==> src/core/sap_pkg.sv <==
// Shared constants and carrier types for the serial audio FIFO block
package sap_pkg;

	// ------------------------------------------------------------
	// FIFO geometry
	// ------------------------------------------------------------
	localparam int unsigned DATA_W   = 32;
	localparam int unsigned DEPTH    = 16;
	localparam int unsigned PTR_W    = 4;
	localparam int unsigned CNT_W    = 5;
	localparam logic [4:0]  FULL_CNT = 5'h10;

	// ------------------------------------------------------------
	// Watermark codes and thresholds
	// ------------------------------------------------------------
	localparam logic [2:0] WM_ONE    = 3'h0;
	localparam logic [2:0] WM_FOUR   = 3'h4;
	localparam logic [2:0] WM_EIGHT  = 3'h5;
	localparam logic [2:0] WM_TWELVE = 3'h6;
	localparam logic [2:0] WM_ALL    = 3'h7;
	localparam logic [4:0] LVL_1     = 5'h01;
	localparam logic [4:0] LVL_4     = 5'h04;
	localparam logic [4:0] LVL_8     = 5'h08;
	localparam logic [4:0] LVL_12    = 5'h0C;
	localparam logic [4:0] LVL_16    = 5'h10;

	// ------------------------------------------------------------
	// Status and interrupt-enable bit positions
	// ------------------------------------------------------------
	localparam int unsigned ST_W        = 12;
	localparam int unsigned ST_TXREQ    = 0;
	localparam int unsigned ST_TXEMPTY  = 1;
	localparam int unsigned ST_RXREQ    = 2;
	localparam int unsigned ST_RXFULL   = 3;
	localparam int unsigned ST_TXCRDY   = 4;
	localparam int unsigned ST_RXCRDY   = 5;
	localparam int unsigned ST_TXUNDER  = 6;
	localparam int unsigned ST_TXOVER   = 7;
	localparam int unsigned ST_RXOVER   = 8;
	localparam int unsigned ST_RXUNDER  = 9;
	localparam int unsigned ST_FRAME_SYNC_ERROR_FLAG    = 10;
	localparam int unsigned ST_SLOT_ASSIGN_ERROR_FLAG    = 11;
	localparam logic [11:0] ST_RESET    = 12'h000;
	localparam logic [31:0] DATA_RESET  = 32'h0000_0000;

	// Status word and a data word with its valid tag
	typedef logic [ST_W-1:0] status_t;

	typedef struct packed {
		logic              valid;
		logic [DATA_W-1:0] data;
	} word_t;

	// Skid buffer state
	typedef enum logic [1:0] {
		SK_EMPTY,
		SK_ONE,
		SK_TWO
	} skid_state_t;

endpackage

==> src/core/skid_buffer.sv <==
// Two-entry valid/ready buffer for one data stream
`timescale 1ns/1ns
module skid_buffer
	import sap_pkg::*;
(
	input  wire logic                       sys_clk,
	input  wire logic                       rst_b,
	input  wire logic                       flush,
	input  wire logic                       inValid,
	output logic                            inReady,
	input  wire logic [sap_pkg::DATA_W-1:0] inData,
	output logic                            outValid,
	input  wire logic                       outReady,
	output logic      [sap_pkg::DATA_W-1:0] outData
);
	import sap_pkg::*;

	skid_state_t       state_r;
	skid_state_t       state_nxt;
	logic [DATA_W-1:0] head_r;
	logic [DATA_W-1:0] tail_r;
	logic              push;
	logic              pop;

	// ------------------------------------------------------------
	// Handshakes
	// ------------------------------------------------------------
	assign inReady  = (state_r != SK_TWO);
	assign outValid = (state_r != SK_EMPTY);
	assign outData  = head_r;
	assign push     = inValid && inReady;
	assign pop      = outValid && outReady;

	// Occupancy step
	always_comb begin
		state_nxt = state_r;
		case (state_r)
			SK_EMPTY: state_nxt = push ? SK_ONE : SK_EMPTY;
			SK_ONE: begin
				if (push && !pop)
					state_nxt = SK_TWO;
				else if (pop && !push)
					state_nxt = SK_EMPTY;
			end
			SK_TWO:   state_nxt = pop ? SK_ONE : SK_TWO;
			default:  state_nxt = SK_EMPTY;
		endcase
	end

	// State, flushed by the soft reset of the owning unit
	always_ff @(posedge sys_clk or negedge rst_b) begin
		if (!rst_b)
			state_r <= SK_EMPTY;
		else if (flush)
			state_r <= SK_EMPTY;
		else
			state_r <= state_nxt;
	end

	// Head holds the oldest word, tail the overflow slot
	always_ff @(posedge sys_clk or negedge rst_b) begin
		if (!rst_b) begin
			head_r <= DATA_RESET;
			tail_r <= DATA_RESET;
		end else begin
			if (push && ((state_r == SK_EMPTY) || (state_r == SK_ONE && pop)))
				head_r <= inData;
			else if (pop && state_r == SK_TWO)
				head_r <= tail_r;
			if (push && ((state_r == SK_ONE && !pop) || state_r == SK_TWO))
				tail_r <= inData;
		end
	end

endmodule

==> src/core/serial_audio_fifo_irq.sv <==
// Transmit/receive FIFOs, watermarks, soft resets and status of the serial audio port
`timescale 1ns/1ns

module serial_audio_fifo_irq
	import sap_pkg::*;
(
	input  wire logic                      sys_clk,
	input  wire logic                      rst_b,
	input  wire logic                      moduleStop,
	input  wire logic                      txSoftReset,
	input  wire logic                      rxSoftReset,
	input  wire logic                      txEnableSet,
	input  wire logic                      rxEnableSet,
	output logic                           txEnableBit,
	output logic                           rxEnableBit,
	input  wire logic [2:0]                txWatermarkCode,
	input  wire logic [2:0]                rxWatermarkCode,
	input  wire logic                      busWrite,
	input  wire logic [sap_pkg::DATA_W-1:0] busWdata,
	input  wire logic                      busRead,
	output logic      [sap_pkg::DATA_W-1:0] rxDataRegister,
	output logic      [sap_pkg::CNT_W-1:0] txEmptyCount,
	output logic      [sap_pkg::CNT_W-1:0] rxValidCount,
	input  wire logic                      txSlotTick,
	output logic                           serTxValid,
	input  wire logic                      serTxReady,
	output logic      [sap_pkg::DATA_W-1:0] serTxData,
	input  wire logic                      serRxValid,
	input  wire logic [sap_pkg::DATA_W-1:0] serRxData,
	input  wire logic                      slaveMode,
	input  wire logic                      frameSyncSignal,
	input  wire logic [7:0]                frameBits,
	input  wire logic                      slotAssignClash,
	input  wire logic                      txControlWritable,
	input  wire logic                      rxControlValid,
	input  wire logic                      dmaTxEnable,
	input  wire logic                      dmaRxEnable,
	input  wire logic                      dmaTxEnd,
	input  wire logic                      dmaRxEnd,
	input  wire logic                      errorClear,
	input  wire logic [sap_pkg::ST_W-1:0]  irqEnableRegister,
	output logic      [sap_pkg::ST_W-1:0]  portStatusRegister,
	output logic                           txTransferRequest,
	output logic                           rxTransferRequest,
	output logic                           dmaTxRequest,
	output logic                           dmaRxRequest,
	output logic                           irq
);
	import sap_pkg::*;

	// ------------------------------------------------------------
	// Synchroniser for the pin-level frame sync input
	// ------------------------------------------------------------
	logic [1:0] fsSync_r;
	logic       fsPrev_r;
	always_ff @(posedge sys_clk or negedge rst_b) begin
		if (!rst_b) begin
			fsSync_r <= 2'h0;
			fsPrev_r <= 1'b0;
		end else begin
			fsSync_r <= {fsSync_r[0], frameSyncSignal};
			fsPrev_r <= fsSync_r[1];
		end
	end

	// ------------------------------------------------------------
	// Storage
	// ------------------------------------------------------------
	logic [DATA_W-1:0] txMem [DEPTH];
	logic [DATA_W-1:0] rxMem [DEPTH];
	logic [PTR_W-1:0]  txWp_r;
	logic [PTR_W-1:0]  txRp_r;
	logic [PTR_W-1:0]  rxWp_r;
	logic [PTR_W-1:0]  rxRp_r;
	logic [CNT_W-1:0]  txCnt_r;
	logic [CNT_W-1:0]  rxCnt_r;
	logic [DATA_W-1:0] lastTx_r;
	logic              txEn_r;
	logic              rxEn_r;
	logic [7:0]        bitCnt_r;
	logic              frameSeen_r;
	logic [CNT_W-1:0]  txFree_r;
	status_t           err_r;
	word_t             txWord;
	logic              bufInReady;
	logic              bufOutValid;
	logic [DATA_W-1:0] bufOutData;

	// ------------------------------------------------------------
	// Activity decode
	// ------------------------------------------------------------
	wire run       = !moduleStop;
	wire txFull    = (txCnt_r == FULL_CNT);
	wire txEmpty   = (txCnt_r == 5'h00);
	wire rxFull    = (rxCnt_r == FULL_CNT);
	wire rxEmpty   = (rxCnt_r == 5'h00);
	wire txPush    = run && busWrite && !txFull && !txSoftReset;
	wire txOverEv  = run && busWrite && txFull;
	wire txPop     = run && txEn_r && !txEmpty && bufInReady && !txSoftReset;
	wire txUnderEv = run && txEn_r && txSlotTick && txEmpty && !bufOutValid;
	wire rxPush    = run && rxEn_r && serRxValid && !rxFull && !rxSoftReset;
	wire rxOverEv  = run && rxEn_r && serRxValid && rxFull;
	wire rxPop     = run && busRead && !rxEmpty && !rxSoftReset;
	wire rxUnderEv = run && busRead && rxEmpty;
	wire fsEdge    = fsSync_r[1] && !fsPrev_r;
	wire earlySync = frameSeen_r && (bitCnt_r < frameBits);
	wire fsErrEv   = run && slaveMode && fsEdge && earlySync;
	wire saErrEv   = run && slotAssignClash;

	// Word offered to the two-entry buffer: FIFO head at the read pointer
	assign txWord.valid = txPop;
	assign txWord.data  = txMem[txRp_r];

	// ------------------------------------------------------------
	// Two-entry buffer toward the serialiser
	// ------------------------------------------------------------
	skid_buffer u_txBuf (
		.sys_clk  (sys_clk),
		.rst_b    (rst_b),
		.flush    (txSoftReset),
		.inValid  (txWord.valid),
		.inReady  (bufInReady),
		.inData   (txWord.data),
		.outValid (bufOutValid),
		.outReady (serTxReady && run),
		.outData  (bufOutData)
	);

	// Underflow repeats the previously sent word
	assign serTxValid = (bufOutValid || (txUnderEv && txEn_r)) && run;
	assign serTxData  = bufOutValid ? bufOutData : lastTx_r;

	// ------------------------------------------------------------
	// Transmit pointers, count and memory
	// ------------------------------------------------------------
	always_ff @(posedge sys_clk or negedge rst_b) begin
		if (!rst_b) begin
			txWp_r  <= 4'h0;
			txRp_r  <= 4'h0;
			txCnt_r <= 5'h00;
		end else if (txSoftReset) begin
			txWp_r  <= 4'h0;
			txRp_r  <= 4'h0;
			txCnt_r <= 5'h00;
		end else begin
			if (txPush)
				txWp_r <= txWp_r + 4'h1;
			if (txPop)
				txRp_r <= txRp_r + 4'h1;
			txCnt_r <= txCnt_r + {4'h0, txPush} - {4'h0, txPop};
		end
	end

	// Free-entry count in its own register, so the reported level is a flop
	always_ff @(posedge sys_clk or negedge rst_b) begin
		if (!rst_b)
			txFree_r <= FULL_CNT;
		else if (txSoftReset)
			txFree_r <= FULL_CNT;
		else
			txFree_r <= txFree_r - {4'h0, txPush} + {4'h0, txPop};
	end

	// Memory write, ignored when full
	always_ff @(posedge sys_clk) begin
		if (txPush)
			txMem[txWp_r] <= busWdata;
	end

	// Last word handed to the serialiser, cleared by the transmit soft reset
	always_ff @(posedge sys_clk or negedge rst_b) begin
		if (!rst_b)
			lastTx_r <= DATA_RESET;
		else if (txSoftReset)
			lastTx_r <= DATA_RESET;
		else if (bufOutValid && serTxReady && run)
			lastTx_r <= bufOutData;
	end

	// ------------------------------------------------------------
	// Receive pointers, count and memory
	// ------------------------------------------------------------
	always_ff @(posedge sys_clk or negedge rst_b) begin
		if (!rst_b) begin
			rxWp_r  <= 4'h0;
			rxRp_r  <= 4'h0;
			rxCnt_r <= 5'h00;
		end else if (rxSoftReset) begin
			rxWp_r  <= 4'h0;
			rxRp_r  <= 4'h0;
			rxCnt_r <= 5'h00;
		end else begin
			if (rxPush)
				rxWp_r <= rxWp_r + 4'h1;
			if (rxPop)
				rxRp_r <= rxRp_r + 4'h1;
			rxCnt_r <= rxCnt_r + {4'h0, rxPush} - {4'h0, rxPop};
		end
	end

	// Memory write, dropped when full
	always_ff @(posedge sys_clk) begin
		if (rxPush)
			rxMem[rxWp_r] <= serRxData;
	end

	// Read data register; keeps old value on an empty read
	always_ff @(posedge sys_clk or negedge rst_b) begin
		if (!rst_b)
			rxDataRegister <= DATA_RESET;
		else if (rxSoftReset)
			rxDataRegister <= DATA_RESET;
		else if (rxPop)
			rxDataRegister <= rxMem[rxRp_r];
	end

	// ------------------------------------------------------------
	// Enable bits
	// ------------------------------------------------------------
	always_ff @(posedge sys_clk or negedge rst_b) begin
		if (!rst_b) begin
			txEn_r <= 1'b0;
			rxEn_r <= 1'b0;
		end else begin
			if (txSoftReset)
				txEn_r <= 1'b0;
			else if (txEnableSet)
				txEn_r <= 1'b1;
			if (rxSoftReset)
				rxEn_r <= 1'b0;
			else if (rxEnableSet)
				rxEn_r <= 1'b1;
		end
	end
	assign txEnableBit = txEn_r;
	assign rxEnableBit = rxEn_r;

	// ------------------------------------------------------------
	// Frame bit counter, restarted by every sync seen while the module is not stopped
	// ------------------------------------------------------------
	always_ff @(posedge sys_clk or negedge rst_b) begin
		if (!rst_b)
			bitCnt_r <= 8'h00;
		else if (run && fsEdge)
			bitCnt_r <= 8'h01;
		else if (run && txSlotTick && bitCnt_r != 8'hFF)
			bitCnt_r <= bitCnt_r + 8'h01;
	end

	// No frame runs before the first sync, so that one cannot be early
	always_ff @(posedge sys_clk or negedge rst_b) begin
		if (!rst_b)
			frameSeen_r <= 1'b0;
		else if (run && fsEdge)
			frameSeen_r <= 1'b1;
	end

	// ------------------------------------------------------------
	// Levels and watermark requests
	// ------------------------------------------------------------
	assign txEmptyCount = txFree_r;
	assign rxValidCount = rxCnt_r;

	// Transmit request from free space; reserved codes give no request
	always_comb begin
		case (txWatermarkCode)
			WM_ONE:    txTransferRequest = (txFree_r >= LVL_16);
			WM_FOUR:   txTransferRequest = (txFree_r >= LVL_12);
			WM_EIGHT:  txTransferRequest = (txFree_r >= LVL_8);
			WM_TWELVE: txTransferRequest = (txFree_r >= LVL_4);
			WM_ALL:    txTransferRequest = (txFree_r >= LVL_1);
			default:   txTransferRequest = 1'b0;
		endcase
	end

	// Receive request from valid entries
	always_comb begin
		case (rxWatermarkCode)
			WM_ONE:    rxTransferRequest = (rxCnt_r >= LVL_1);
			WM_FOUR:   rxTransferRequest = (rxCnt_r >= LVL_4);
			WM_EIGHT:  rxTransferRequest = (rxCnt_r >= LVL_8);
			WM_TWELVE: rxTransferRequest = (rxCnt_r >= LVL_12);
			WM_ALL:    rxTransferRequest = (rxCnt_r >= LVL_16);
			default:   rxTransferRequest = 1'b0;
		endcase
	end

	// DMA requests drop for the end-of-transfer cycle
	assign dmaTxRequest = dmaTxEnable && txTransferRequest && !dmaTxEnd;
	assign dmaRxRequest = dmaRxEnable && rxTransferRequest && !dmaRxEnd;

	// ------------------------------------------------------------
	// Sticky error flags; a new event beats the clear
	// ------------------------------------------------------------
	status_t errSet;
	always_comb begin
		errSet             = ST_RESET;
		errSet[ST_TXUNDER] = txUnderEv;
		errSet[ST_TXOVER]  = txOverEv;
		errSet[ST_RXOVER]  = rxOverEv;
		errSet[ST_RXUNDER] = rxUnderEv;
		errSet[ST_FRAME_SYNC_ERROR_FLAG]   = fsErrEv;
		errSet[ST_SLOT_ASSIGN_ERROR_FLAG]   = saErrEv;
	end

	always_ff @(posedge sys_clk or negedge rst_b) begin
		if (!rst_b)
			err_r <= ST_RESET;
		else if (errorClear)
			err_r <= errSet;
		else
			err_r <= err_r | errSet;
	end

	// ------------------------------------------------------------
	// Status word and interrupt
	// ------------------------------------------------------------
	always_comb begin
		portStatusRegister             = err_r;
		portStatusRegister[ST_TXREQ]   = txTransferRequest && !txSoftReset;
		portStatusRegister[ST_TXEMPTY] = txEmpty && !txSoftReset;
		portStatusRegister[ST_RXREQ]   = rxTransferRequest && !rxSoftReset;
		portStatusRegister[ST_RXFULL]  = rxFull && !rxSoftReset;
		portStatusRegister[ST_TXCRDY]  = txControlWritable && !txSoftReset;
		portStatusRegister[ST_RXCRDY]  = rxControlValid && !rxSoftReset;
	end

	assign irq = |(portStatusRegister & irqEnableRegister);

endmodule

==> config.mk <==
export PLATFORM = sky130hd
export DESIGN_NAME = serial_audio_fifo_irq
export DESIGN_NICKNAME = d
export VERILOG_FILES = /design/src/core/sap_pkg.sv /design/src/core/skid_buffer.sv /design/src/core/serial_audio_fifo_irq.sv
export SDC_FILE = /design/constraint.sdc
export NUM_CORES = 1
export LEC_CHECK = 0
export BUFFER_PORTS_ARGS = -buffer_cell sky130_fd_sc_hd__buf_2
export CAP_MARGIN = 10
export CORE_MARGIN = 10
export CORE_UTILIZATION = 50
export DETAILED_ROUTE_END_ITERATION = 6
export MAX_ROUTING_LAYER = met4
export PLACE_DENSITY_LB_ADDON = 0.1
export RECOVER_POWER = 50
export SLEW_MARGIN = 20
export SYNTH_ARGS = -nofsm -noshare
export SYNTH_HDL_FRONTEND = slang
export SYNTH_SLANG_ARGS = --single-unit
export TNS_END_PERCENT = 1
==> constraint.sdc <==
create_clock -name sys_clk -period 14.7 [get_ports sys_clk]
set_input_delay 2.94 -clock sys_clk [delete_from_list [all_inputs] [get_ports sys_clk]]
set_output_delay 2.94 -clock sys_clk [all_outputs]
set_load 0.005 [all_outputs]
==> metrics.yaml, run 1 <==
status: "complete, but fails checks"
violations: "capacitance limit, slew limit"
synthAdderAreaFrac: 0.0136
seq_area_sq_um: 35300
grt_max_degree: 77
tightestPinTransition_ns: 4.12
multi_input_area_sq_um: 11800
yosysTopAreaCellShare: 0.646
synthSimpleGateAreaFrac: 0.0331
cts_hold_buf: 0
clkTransAtPathRegs_ns: 0.06
root_buffer: "clkbuf_16"
synthDistinctLibCells: 65
crit_required_ns: 11.76
hold_viol: 0
synth_top_family_by_area: "multiplexers"
cp_data_arrival_time_ns: 6.74
p_sw_frac: 0.228
placed_cell_area_sq_um: 50300
slowest_delay_ns: 2.60
slowest_stage: "clkbuf_1"
ios: 206
ys_seq_elements: 1205
syn-instance-count: 2475
synth-compound-area-share: 0.0377
async_reset_ff_frac: 0.150
htreeDepth: 3
p_clk_frac: 0.393
synth_mux_area_frac: 0.152
layout-drive-gt1-share: 0.251
first_pass_iters: 5
period_share: 0.659
grt_usage: 0.208
final_nets: 2895
power_leakage_nw: 18.3
die_area_sq_um: 108000
fill_cells: 7207
post_cts_resized: 0
syn_nets: 2637
postCtsSetupBuffers: 0
ant_nets: 0
max_freq_mhz: 103
clkSinkCount: 1205
critPathKind: "input pin to output pin"
gp_congestion: 0.759
syn_avg_cell_area_sq_um: 19.2
start_kind: "input pin"
cts_tree: "yes"
holdCritPathClass: "flop to flop"
internal_power_w: 0.00606
postLayoutCellArea_sq_um: 54200
synthToLayoutAreaGrowth_pct: 13.9
die_x_um: 329
synth_xor_xnor_area_share: 0.00478
setup-tns-final_ns: 0
synth_ff_type: "edfxtp_1"
seq_area_frac_synth: 0.741
combPwrFrac: 0.102
fin_crit_ns: 9.68
synth_largest_area_cell: "edfxtp_1"
synthTopCellsByArea: "edfxtp_1, mux4_2, dfrtp_1"
vias: 23939
via_per_inst: 5.82
grt_pass1_wl_um: 163000
cap_violations: 5
drtIter0Drc: 2274
path_max_fanout: 70
drcViolationCount: 0
vdd.ir_drop.worst_mv: 0.103
p_seq_frac: 0.505
antenna_found_initial: 12
rsz0062_at_grt: "false"
initial_core_util: 0.503
die_h_um: 329
port_buffers: 205
yosys_warnings: 0
crit_path_cell_trace: "buf_2 > clkbuf_1 > nor2b_1 > nand2_1 > nand4_1 > a221o_1 > a221o_1 > buf_2"
finClkSkew_ns: 0.0282
end_kind: "output pin"
core-area_sq_um: 94700
post_synth_instance_area_sq_um: 47600
first_global_vias: 25220
p_per_area_nw_per_um2: 145
maxSlewHeadroom: -1.74
dp_hpwl_um: 61300
grt.overflow.total: 0
slew_viol_final: 322
cts.path.max_buffers: 3
wl_per_cell_um: 26.5
finalSetupViolCount: 0
worstSkewPairLatency_ns: 0.70
ys_top_cells_by_count: "edfxtp_1, mux4_2, dfrtp_1"
yosysMostFrequentCell: "edfxtp_1"
wl_um: 109000
cts_made_buffers: 121
num_rows: 113
power_switching_w: 0.00179
synth-edff-count: 1024
-- stage by stage --
step | utilization | hold slack [ns] | cells | power, W | worst slack (ns)
2_1_floorplan | - | 0.331 | 2475 | 0.00458 | 7.23
3_3_place_gp | 0.531 | 0.338 | 3875 | 0.00481 | 7.09
3_5_place_dp | 0.531 | 0.337 | 3875 | 0.00484 | 7.09
4_1_cts | 0.573 | 0.351 | 4102 | 0.00792 | 7.08
5_1_grt | 0.572 | 0.353 | 4112 | 0.00815 | 4.73
6_report | 0.572 | 0.350 | 4112 | 0.00784 | 5.02
-- layout by cell type (no fill, tap or decap), drive strengths merged, types with 6 or more instances in the layout --
cell type | Yosys | layout
nand3 | 7 | 7
mux2i | 167 | 167
inv | 44 | 45
mux2 | 64 | 64
clkinv | 0 | 52
nand2b | 10 | 10
edfxtp | 1024 | 1024
a221o | 34 | 34
bufinv | 0 | 15
ha | 47 | 47
a21oi | 80 | 80
nor2b | 13 | 13
nor3 | 12 | 12
xor2 | 15 | 15
nand4 | 7 | 7
a22o | 45 | 45
mux4 | 216 | 216
a221oi | 53 | 53
dfrtp | 180 | 180
and3 | 6 | 6
clkbuf | 63 | 226
diode | 0 | 10
nor2 | 153 | 153
xnor2 | 11 | 11
nand2 | 94 | 94
buf | 66 | 193
-- routing by layer --
metal  vias up  GRT usage  wire length [um]
met4         0     0.0542              2670
li1      10503          -                 -
met1     12681      0.255             43900
met3       168     0.0344              4930
met2       587      0.357             57400
met5         -          -                 0
-- state kept, by name, indices dropped and copies added, names as in the netlist, 5 cells and up --
| signal | flops |
|---|---|
| rxMem | 512 |
| rxDataRegister | 32 |
| txCnt_r | 5 |
| u_txBuf.outData | 32 |
| bitCnt_r | 8 |
| txMem | 512 |
| err_r | 6 |
| txEmptyCount | 5 |
| lastTx_r | 32 |
| u_txBuf.tail_r | 32 |
| rxValidCount | 5 |
-- path summary, 6_finish.rpt --
path	start	endpoint	slack (ns)	depth (start not counted)
max in group asynchronous	rst_b	rxRp_r[1]$_DFFE_PN0P_	6.07	2
min in group asynchronous	rst_b	rxEnableBit$_DFFE_PN0P_	3.67	1
max	txSoftReset	irq	5.02	8
max reg2reg	txCnt_r[3]$_DFF_PN0_	u_txBuf.tail_r[11]$_DFFE_PN0P_	10.56	7
min	fsSync_r[0]$_DFF_PN0_	fsSync_r[1]$_DFF_PN0_	0.35	0
min reg2reg	fsSync_r[0]$_DFF_PN0_	fsSync_r[1]$_DFF_PN0_	0.35	0
-- final cells by class --
class	count	area share
Antenna cell	10	0.000462
Clock buffer	155	0.0605
Clock inverter	72	0.0136
Inverter	44	0.00305
Multi-Input combinational cell	1097	0.217
Sequential cell	1205	0.651
Tap cell	1265	0.0292
Timing Repair Buffer	264	0.0253
-- power groups by stage --
stage          Sequential (W)  Combinational (W)  Clock (W)
2_1_floorplan         0.00397           0.000602          0
3_3_place_gp          0.00402           0.000791          0
3_5_place_dp          0.00403           0.000812          0
4_1_cts               0.00396           0.000818    0.00314
5_1_grt               0.00398           0.000886    0.00329
6_report              0.00396           0.000797    0.00309
-- logic make-up (layout without fill, tap and decap cells) --
group,after synthesis,count (layout)
AOI/OAI and AO/OA,239,239
other,0,10
buffers and inverters,173,535
muxes,447,447
adders and majority gates,50,50
and+or+nand+nor,335,335
DFF,1205,1205
xor gates and xnor gates,26,26
-- critical path, delay by kind of cell --
kind                   cells  cell delay (ns)
buffers and inverters      3             2.81
AO/OA/AOI/OAI              2             0.53
AND/OR/NAND/NOR            3             0.47
No activity file was read; power rests on OpenSTA's default activity.
==> run 2: changes to the inputs <==
Clock period 14.7 ns to 8.3 ns, I/O delays scaled along.
==> metrics.yaml, run 2 (synthesized netlist as in run 1, its figures left out) <==
status: "complete, but fails checks"
violations: "capacitance limit, slew limit"
fin_crit_ns: 5.63
crit_path_cell_trace: "clkbuf_1 > mux4_2 > mux2_2 > a221o_1"
via_per_inst: 5.83  # +0.22%
p_per_area_nw_per_um2: 250  # +73%
top_usage_layer: "met2"
reg2reg_from: "rxRp_r[1]$_DFFE_PN0P_"
drcViolationCount: 0  # unchanged
start_kind: "flop"
first_pass_iters: 5  # unchanged
clkTransAtPathRegs_ns: 0.06  # about the same
finalSetupViolCount: 0  # unchanged
cp_data_arrival_time_ns: 6.22  # -0.52 ns
holdCritPathClass: "flop to flop"
max_freq_mhz: 178
cap_violations: 2  # -3
grt_util_met3: 0.0391  # +0.00469
grt.overflow.total: 0  # unchanged
critical_path_depth: 4  # -4
post-route-util: 0.569  # -0.00354
final_nets: 2889  # -0.21%
gp_congestion: 0.750  # -1.2%
grtUsageMet1: 0.257  # +0.00250
port_buffers: 205  # unchanged
met2_usage: 0.345  # -0.0116
instances_no_fill: 4104  # -0.19%
internal_power_w: 0.0103  # +71%
vias: 23945  # +0.025%
synthToLayoutAreaGrowth_pct: 13.2
rsz0062_at_grt: "false"
path_max_fanout: 67  # -4.3%
p_clk_frac: 0.375  # -0.018
finClkSkew_ns: 0.0206  # -0.00763 ns
p_seq_frac: 0.520  # +0.015
die_h_um: 329  # unchanged
power_switching_w: 0.00316  # +77%
first_global_vias: 25274  # +0.21%
grt_max_degree: 112  # +45%
power_leakage_nw: 18.1  # -1.2%
fin_hold_ws_ns: 0.349  # -0.00107 ns
grt_usage: 0.206  # -0.00117
grt_pass1_wl_um: 163000  # about the same
final_common_cell: "edfxtp_1"
seq_area_sq_um: 35300  # unchanged
wl_um: 108000  # -0.62%
placed_cell_area_sq_um: 50300  # about the same
end_kind: "flop"
setup-tns-final_ns: 0  # unchanged
fill_cells: 7269  # +0.86%
initial_core_util: 0.503  # unchanged
crit_buf_inv: 1  # -2
ant_nets: 0  # unchanged
postLayoutCellArea_sq_um: 53900  # -0.62%
top_regs: "rxMem x512, txMem x512"
cts.path.max_buffers: 3  # unchanged
postCtsSetupBuffers: 0  # unchanged
final_cell_mix: "edfxtp_1, mux4_2, dfrtp_1, mux2i_1, buf_2"
cts_tree: "yes"
cts_hold_buf: 0  # unchanged
worstSkewPairLatency_ns: 0.71  # about the same
dp_hpwl_um: 60800  # -0.74%
hold_viol: 0  # unchanged
htreeDepth: 3  # unchanged
clkSinkCount: 1205  # unchanged
dp_cells: 3870  # -0.13%
reg2reg_to: "rxDataRegister[7]$_DFFE_PN0P_"
critPathKind: "flop to flop"
reg2reg_slack_ns: 2.67  # -7.89 ns
root_buffer: "clkbuf_16"
die_x_um: 329  # unchanged
die_area_sq_um: 108000  # unchanged
cp_top_family: "buffers and inverters"
post_cts_resized: 0  # unchanged
drtIter0Drc: 1963  # -14%
slew_viol_final: 140  # -57%
tightestPinTransition_ns: 4.42  # +0.303 ns
crit_start: "rxRp_r[1]$_DFFE_PN0P_"
slowest_stage: "clkbuf_1"
multi_input_area_sq_um: 11800  # about the same
vdd.ir_drop.worst_mv: 0.198  # +93%
cts_made_buffers: 119  # -1.7%
period_share: 0.678
antenna_found_initial: 12  # unchanged
combPwrFrac: 0.106  # +0.004
p_sw_frac: 0.234  # +0.00607
num_rows: 113  # unchanged
maxSlewHeadroom: -1.95  # -0.202
endpoint: "rxDataRegister[7]$_DFFE_PN0P_"
core-area_sq_um: 94700  # unchanged
layout-drive-gt1-share: 0.244  # -0.00751
wl_per_cell_um: 26.4  # -0.43%
crit_required_ns: 8.89  # -2.87 ns
slowest_delay_ns: 3.12  # +0.52 ns
ios: 206  # unchanged
rr_worst_depth: 4  # -3
-- run 2: cell count changes in the layout (fill, tap and decap cells not counted), moves of 4 or more --
cell | before | now
buf_2 | 138 | 127
buf_4 | 55 | 50
clkbuf_1 | 96 | 115
clkinv_1 | 23 | 18
bufinv_16 | 15 | 4
clkbuf_16 | 124 | 120
-- run 2: layout make-up --
type                       instances  share of cell area
clock inverter                    58             0.00801
clock buffer                     162              0.0598
tap                             1265              0.0294
sequential                      1205               0.655
multi-input combinational       1097               0.218
timing repair buffer             260              0.0258
antenna                           13            0.000604
inverter                          44             0.00307
-- run 2: worst min-delay path by stage --
stage / start / slack, ns / depth (start not counted) / end
finish: fsSync_r[0]$_DFF_PN0_ / 0.35 / 0 / fsSync_r[1]$_DFF_PN0_
global route: fsSync_r[0]$_DFF_PN0_ / 0.35 / 0 / fsSync_r[1]$_DFF_PN0_
CTS: fsSync_r[0]$_DFF_PN0_ / 0.35 / 0 / fsSync_r[1]$_DFF_PN0_
detailed placement: fsSync_r[0]$_DFF_PN0_ / 0.34 / 0 / fsSync_r[1]$_DFF_PN0_
global placement: fsSync_r[0]$_DFF_PN0_ / 0.34 / 0 / fsSync_r[1]$_DFF_PN0_
floorplan: fsSync_r[0]$_DFF_PN0_ / 0.33 / 0 / fsSync_r[1]$_DFF_PN0_
-- run 2: power by group through the flow --
stage / combinational, W / clock (W) / sequential (W)
4_1_cts: 0.00142 / 0.00516 / 0.00704
3_5_place_dp: 0.00142 / 0 / 0.00716
3_3_place_gp: 0.00138 / 0 / 0.00715
5_1_grt: 0.00159 / 0.00542 / 0.00705
2_1_floorplan: 0.00107 / 0 / 0.00704
6_report: 0.00142 / 0.00505 / 0.00701
-- run 2: worst reg2reg max path: cells and delay by family (launching register included) --
| kind | cells | cell delay [ns] |
|---|---|---|
| buf+inv | 1 | 3.13 |
| flops | 1 | 1.09 |
| mux | 2 | 0.99 |
| compound gates | 1 | 0.32 |
-- run 2: stage by stage --
stage	worst slack [ns]	total power [W]
6_report	2.67	0.0135
3_3_place_gp	3.19	0.00853
3_5_place_dp	3.21	0.00858
5_1_grt	1.86	0.0141
2_1_floorplan	2.11	0.00811
4_1_cts	3.21	0.0136
-- run 2: per-layer routing --
metal	wire [um]	part of all wire
met5	0	0
met4	2690	0.025
met3	5490	0.051
met2	55800	0.52
met1	44200	0.41
==> run 3: changes to the inputs <==
Clock period 8.3 ns to 5.85 ns, I/O delays scaled along.
==> metrics.yaml, run 3 (synthesized netlist as in run 1, its figures left out) <==
min_from: "fsSync_r[0]$_DFF_PN0_"
holdCritPathClass: "flop to flop"
gp_congestion: 0.772  # +2.9%
final_cell_mix: "edfxtp_1, mux4_2, dfrtp_1, mux2i_1, buf_2"
num_rows: 113  # unchanged
violations: "capacitance limit, slew limit"
via_per_inst: 5.81  # -0.47%
wl_um: 109000  # +0.56%
ios: 206  # unchanged
vdd.ir_drop.worst_mv: 0.328  # +66%
critPathKind: "input pin to output pin"
reg2reg_slack_ns: 1.70  # -0.97 ns
dp_hpwl_um: 65700  # +7.9%
worstSkewPairLatency_ns: 0.71  # about the same
port_buffers: 205  # unchanged
drtIter0Drc: 1611  # -18%
power_leakage_nw: 18.3  # +1.5%
first_pass_iters: 5  # unchanged
antenna_found_initial: 10  # -2
clkSinkCount: 1205  # unchanged
postCtsSetupBuffers: 0  # unchanged
grt_usage: 0.208  # +0.00191
setup-tns-final_ns: 0  # unchanged
die_h_um: 329  # unchanged
slowest_delay_ns: 0.79  # -2.33 ns
finClkSkew_ns: 0.0266  # +0.00602 ns
core-area_sq_um: 94700  # unchanged
hold_depth: 0  # unchanged
period_share: 0.758
grt_pass1_wl_um: 164000  # +0.90%
cp_data_arrival_time_ns: 3.26  # -2.96 ns
rr_worst_depth: 5  # +1
reg2reg_from: "txRp_r[0]$_DFFE_PN0P_"
die_x_um: 329  # unchanged
end_kind: "output pin"
worstHoldEndpoint: "fsSync_r[1]$_DFF_PN0_"
slowest_stage: "clkbuf_1"
initial_core_util: 0.503  # unchanged
crit_required_ns: 4.68  # -4.21 ns
vias: 23896  # -0.20%
p_total_w: 0.0199  # +47%
rsz0062_at_grt: "false"
crit_start: "rxSoftReset"
status: "complete, but fails checks"
start_kind: "input pin"
final_nets: 2899  # +0.35%
post-route-util: 0.574  # +0.00548
clkTransAtPathRegs_ns: 0.06  # about the same
ant_nets: 0  # unchanged
path_max_fanout: 24  # -64%
htreeDepth: 3  # unchanged
cts_hold_buf: 0  # unchanged
reg2reg_to: "u_txBuf.outData[4]$_DFFE_PN0P_"
die_area_sq_um: 108000  # unchanged
cts_made_buffers: 119  # unchanged
crit_top_cell: "a221o_1"
final_common_cell: "edfxtp_1"
hold_viol: 0  # unchanged
root_buffer: "clkbuf_16"
grt_max_degree: 95  # -15%
cap_violations: 4  # +2
layout-drive-gt1-share: 0.252  # +0.00795
top_regs: "rxMem x512, txMem x512"
grt.overflow.total: 0  # unchanged
cts_tree: "yes"
slew_viol_final: 160  # +14%
synthToLayoutAreaGrowth_pct: 14.3
cts.path.max_buffers: 3  # unchanged
post_cts_resized: 0  # unchanged
crit_path_cell_trace: "clkbuf_1 > nor2b_1 > a222oi_1 > nand4_1 > a221o_1 > a221o_1 > buf_2"
finalSetupViolCount: 0  # unchanged
fin_crit_ns: 4.43
tightestPinTransition_ns: 3.07  # -1.35 ns
maxSlewHeadroom: -1.05  # +0.899
first_global_vias: 25326  # +0.21%
p_per_area_nw_per_um2: 365  # +46%
wl_per_cell_um: 26.4  # +0.29%
max_freq_mhz: 225
drcViolationCount: 0  # unchanged
run 3: critical path: cells and delay by family:
family          cells  cell delay, ns
buf+inv             2            0.92
compound gates      3            0.90
simple gates        2            0.27
run 3: report_power, final:
part	switching (W)	total, W	internal [W]
registers	0.000312	0.00995	0.00964
clock network	0.00319	0.00790	0.00471
logic	0.00103	0.00202	0.000992
run 3: cell type report:
class / count / area [sq um]
timing repair buffer: 270 / 1490
antenna: 10 / 25.0
tap: 1265 / 1580
multi-input combinational: 1097 / 11700
clock inverter: 72 / 837
sequential: 1205 / 35300
fill: 7133 / 40300
clock buffer: 152 / 3250
inverter: 44 / 165
run 3: through the flow:
stage	hold WS (ns)	instances	worst slack (ns)	cell area (sq um)
after CTS	0.357	4105	1.69	54500
after global placement	0.343	3881	1.69	50400
final	0.357	4115	1.42	54400
after global routing	0.367	4114	1.27	54400
after floorplan	0.331	2475	0.151	47600
after detailed placement	0.343	3881	1.70	50400
run 3: worst max path at each step:
stage,to,slack (ns)
final,irq,1.42
after global routing,irq,1.27
after CTS,irq,1.69
after detailed placement,txEmptyCount[4]$_DFF_PN1_,1.70
after global placement,txEmptyCount[4]$_DFF_PN1_,1.69
after floorplan,txMem[3][0]$_DFFE_PP_,0.15
run 3: layer usage:
layer,GRT usage,share of wire
met5,-,0
met4,0.0559,0.024
met3,0.0355,0.046
met2,0.357,0.53
met1,0.255,0.40
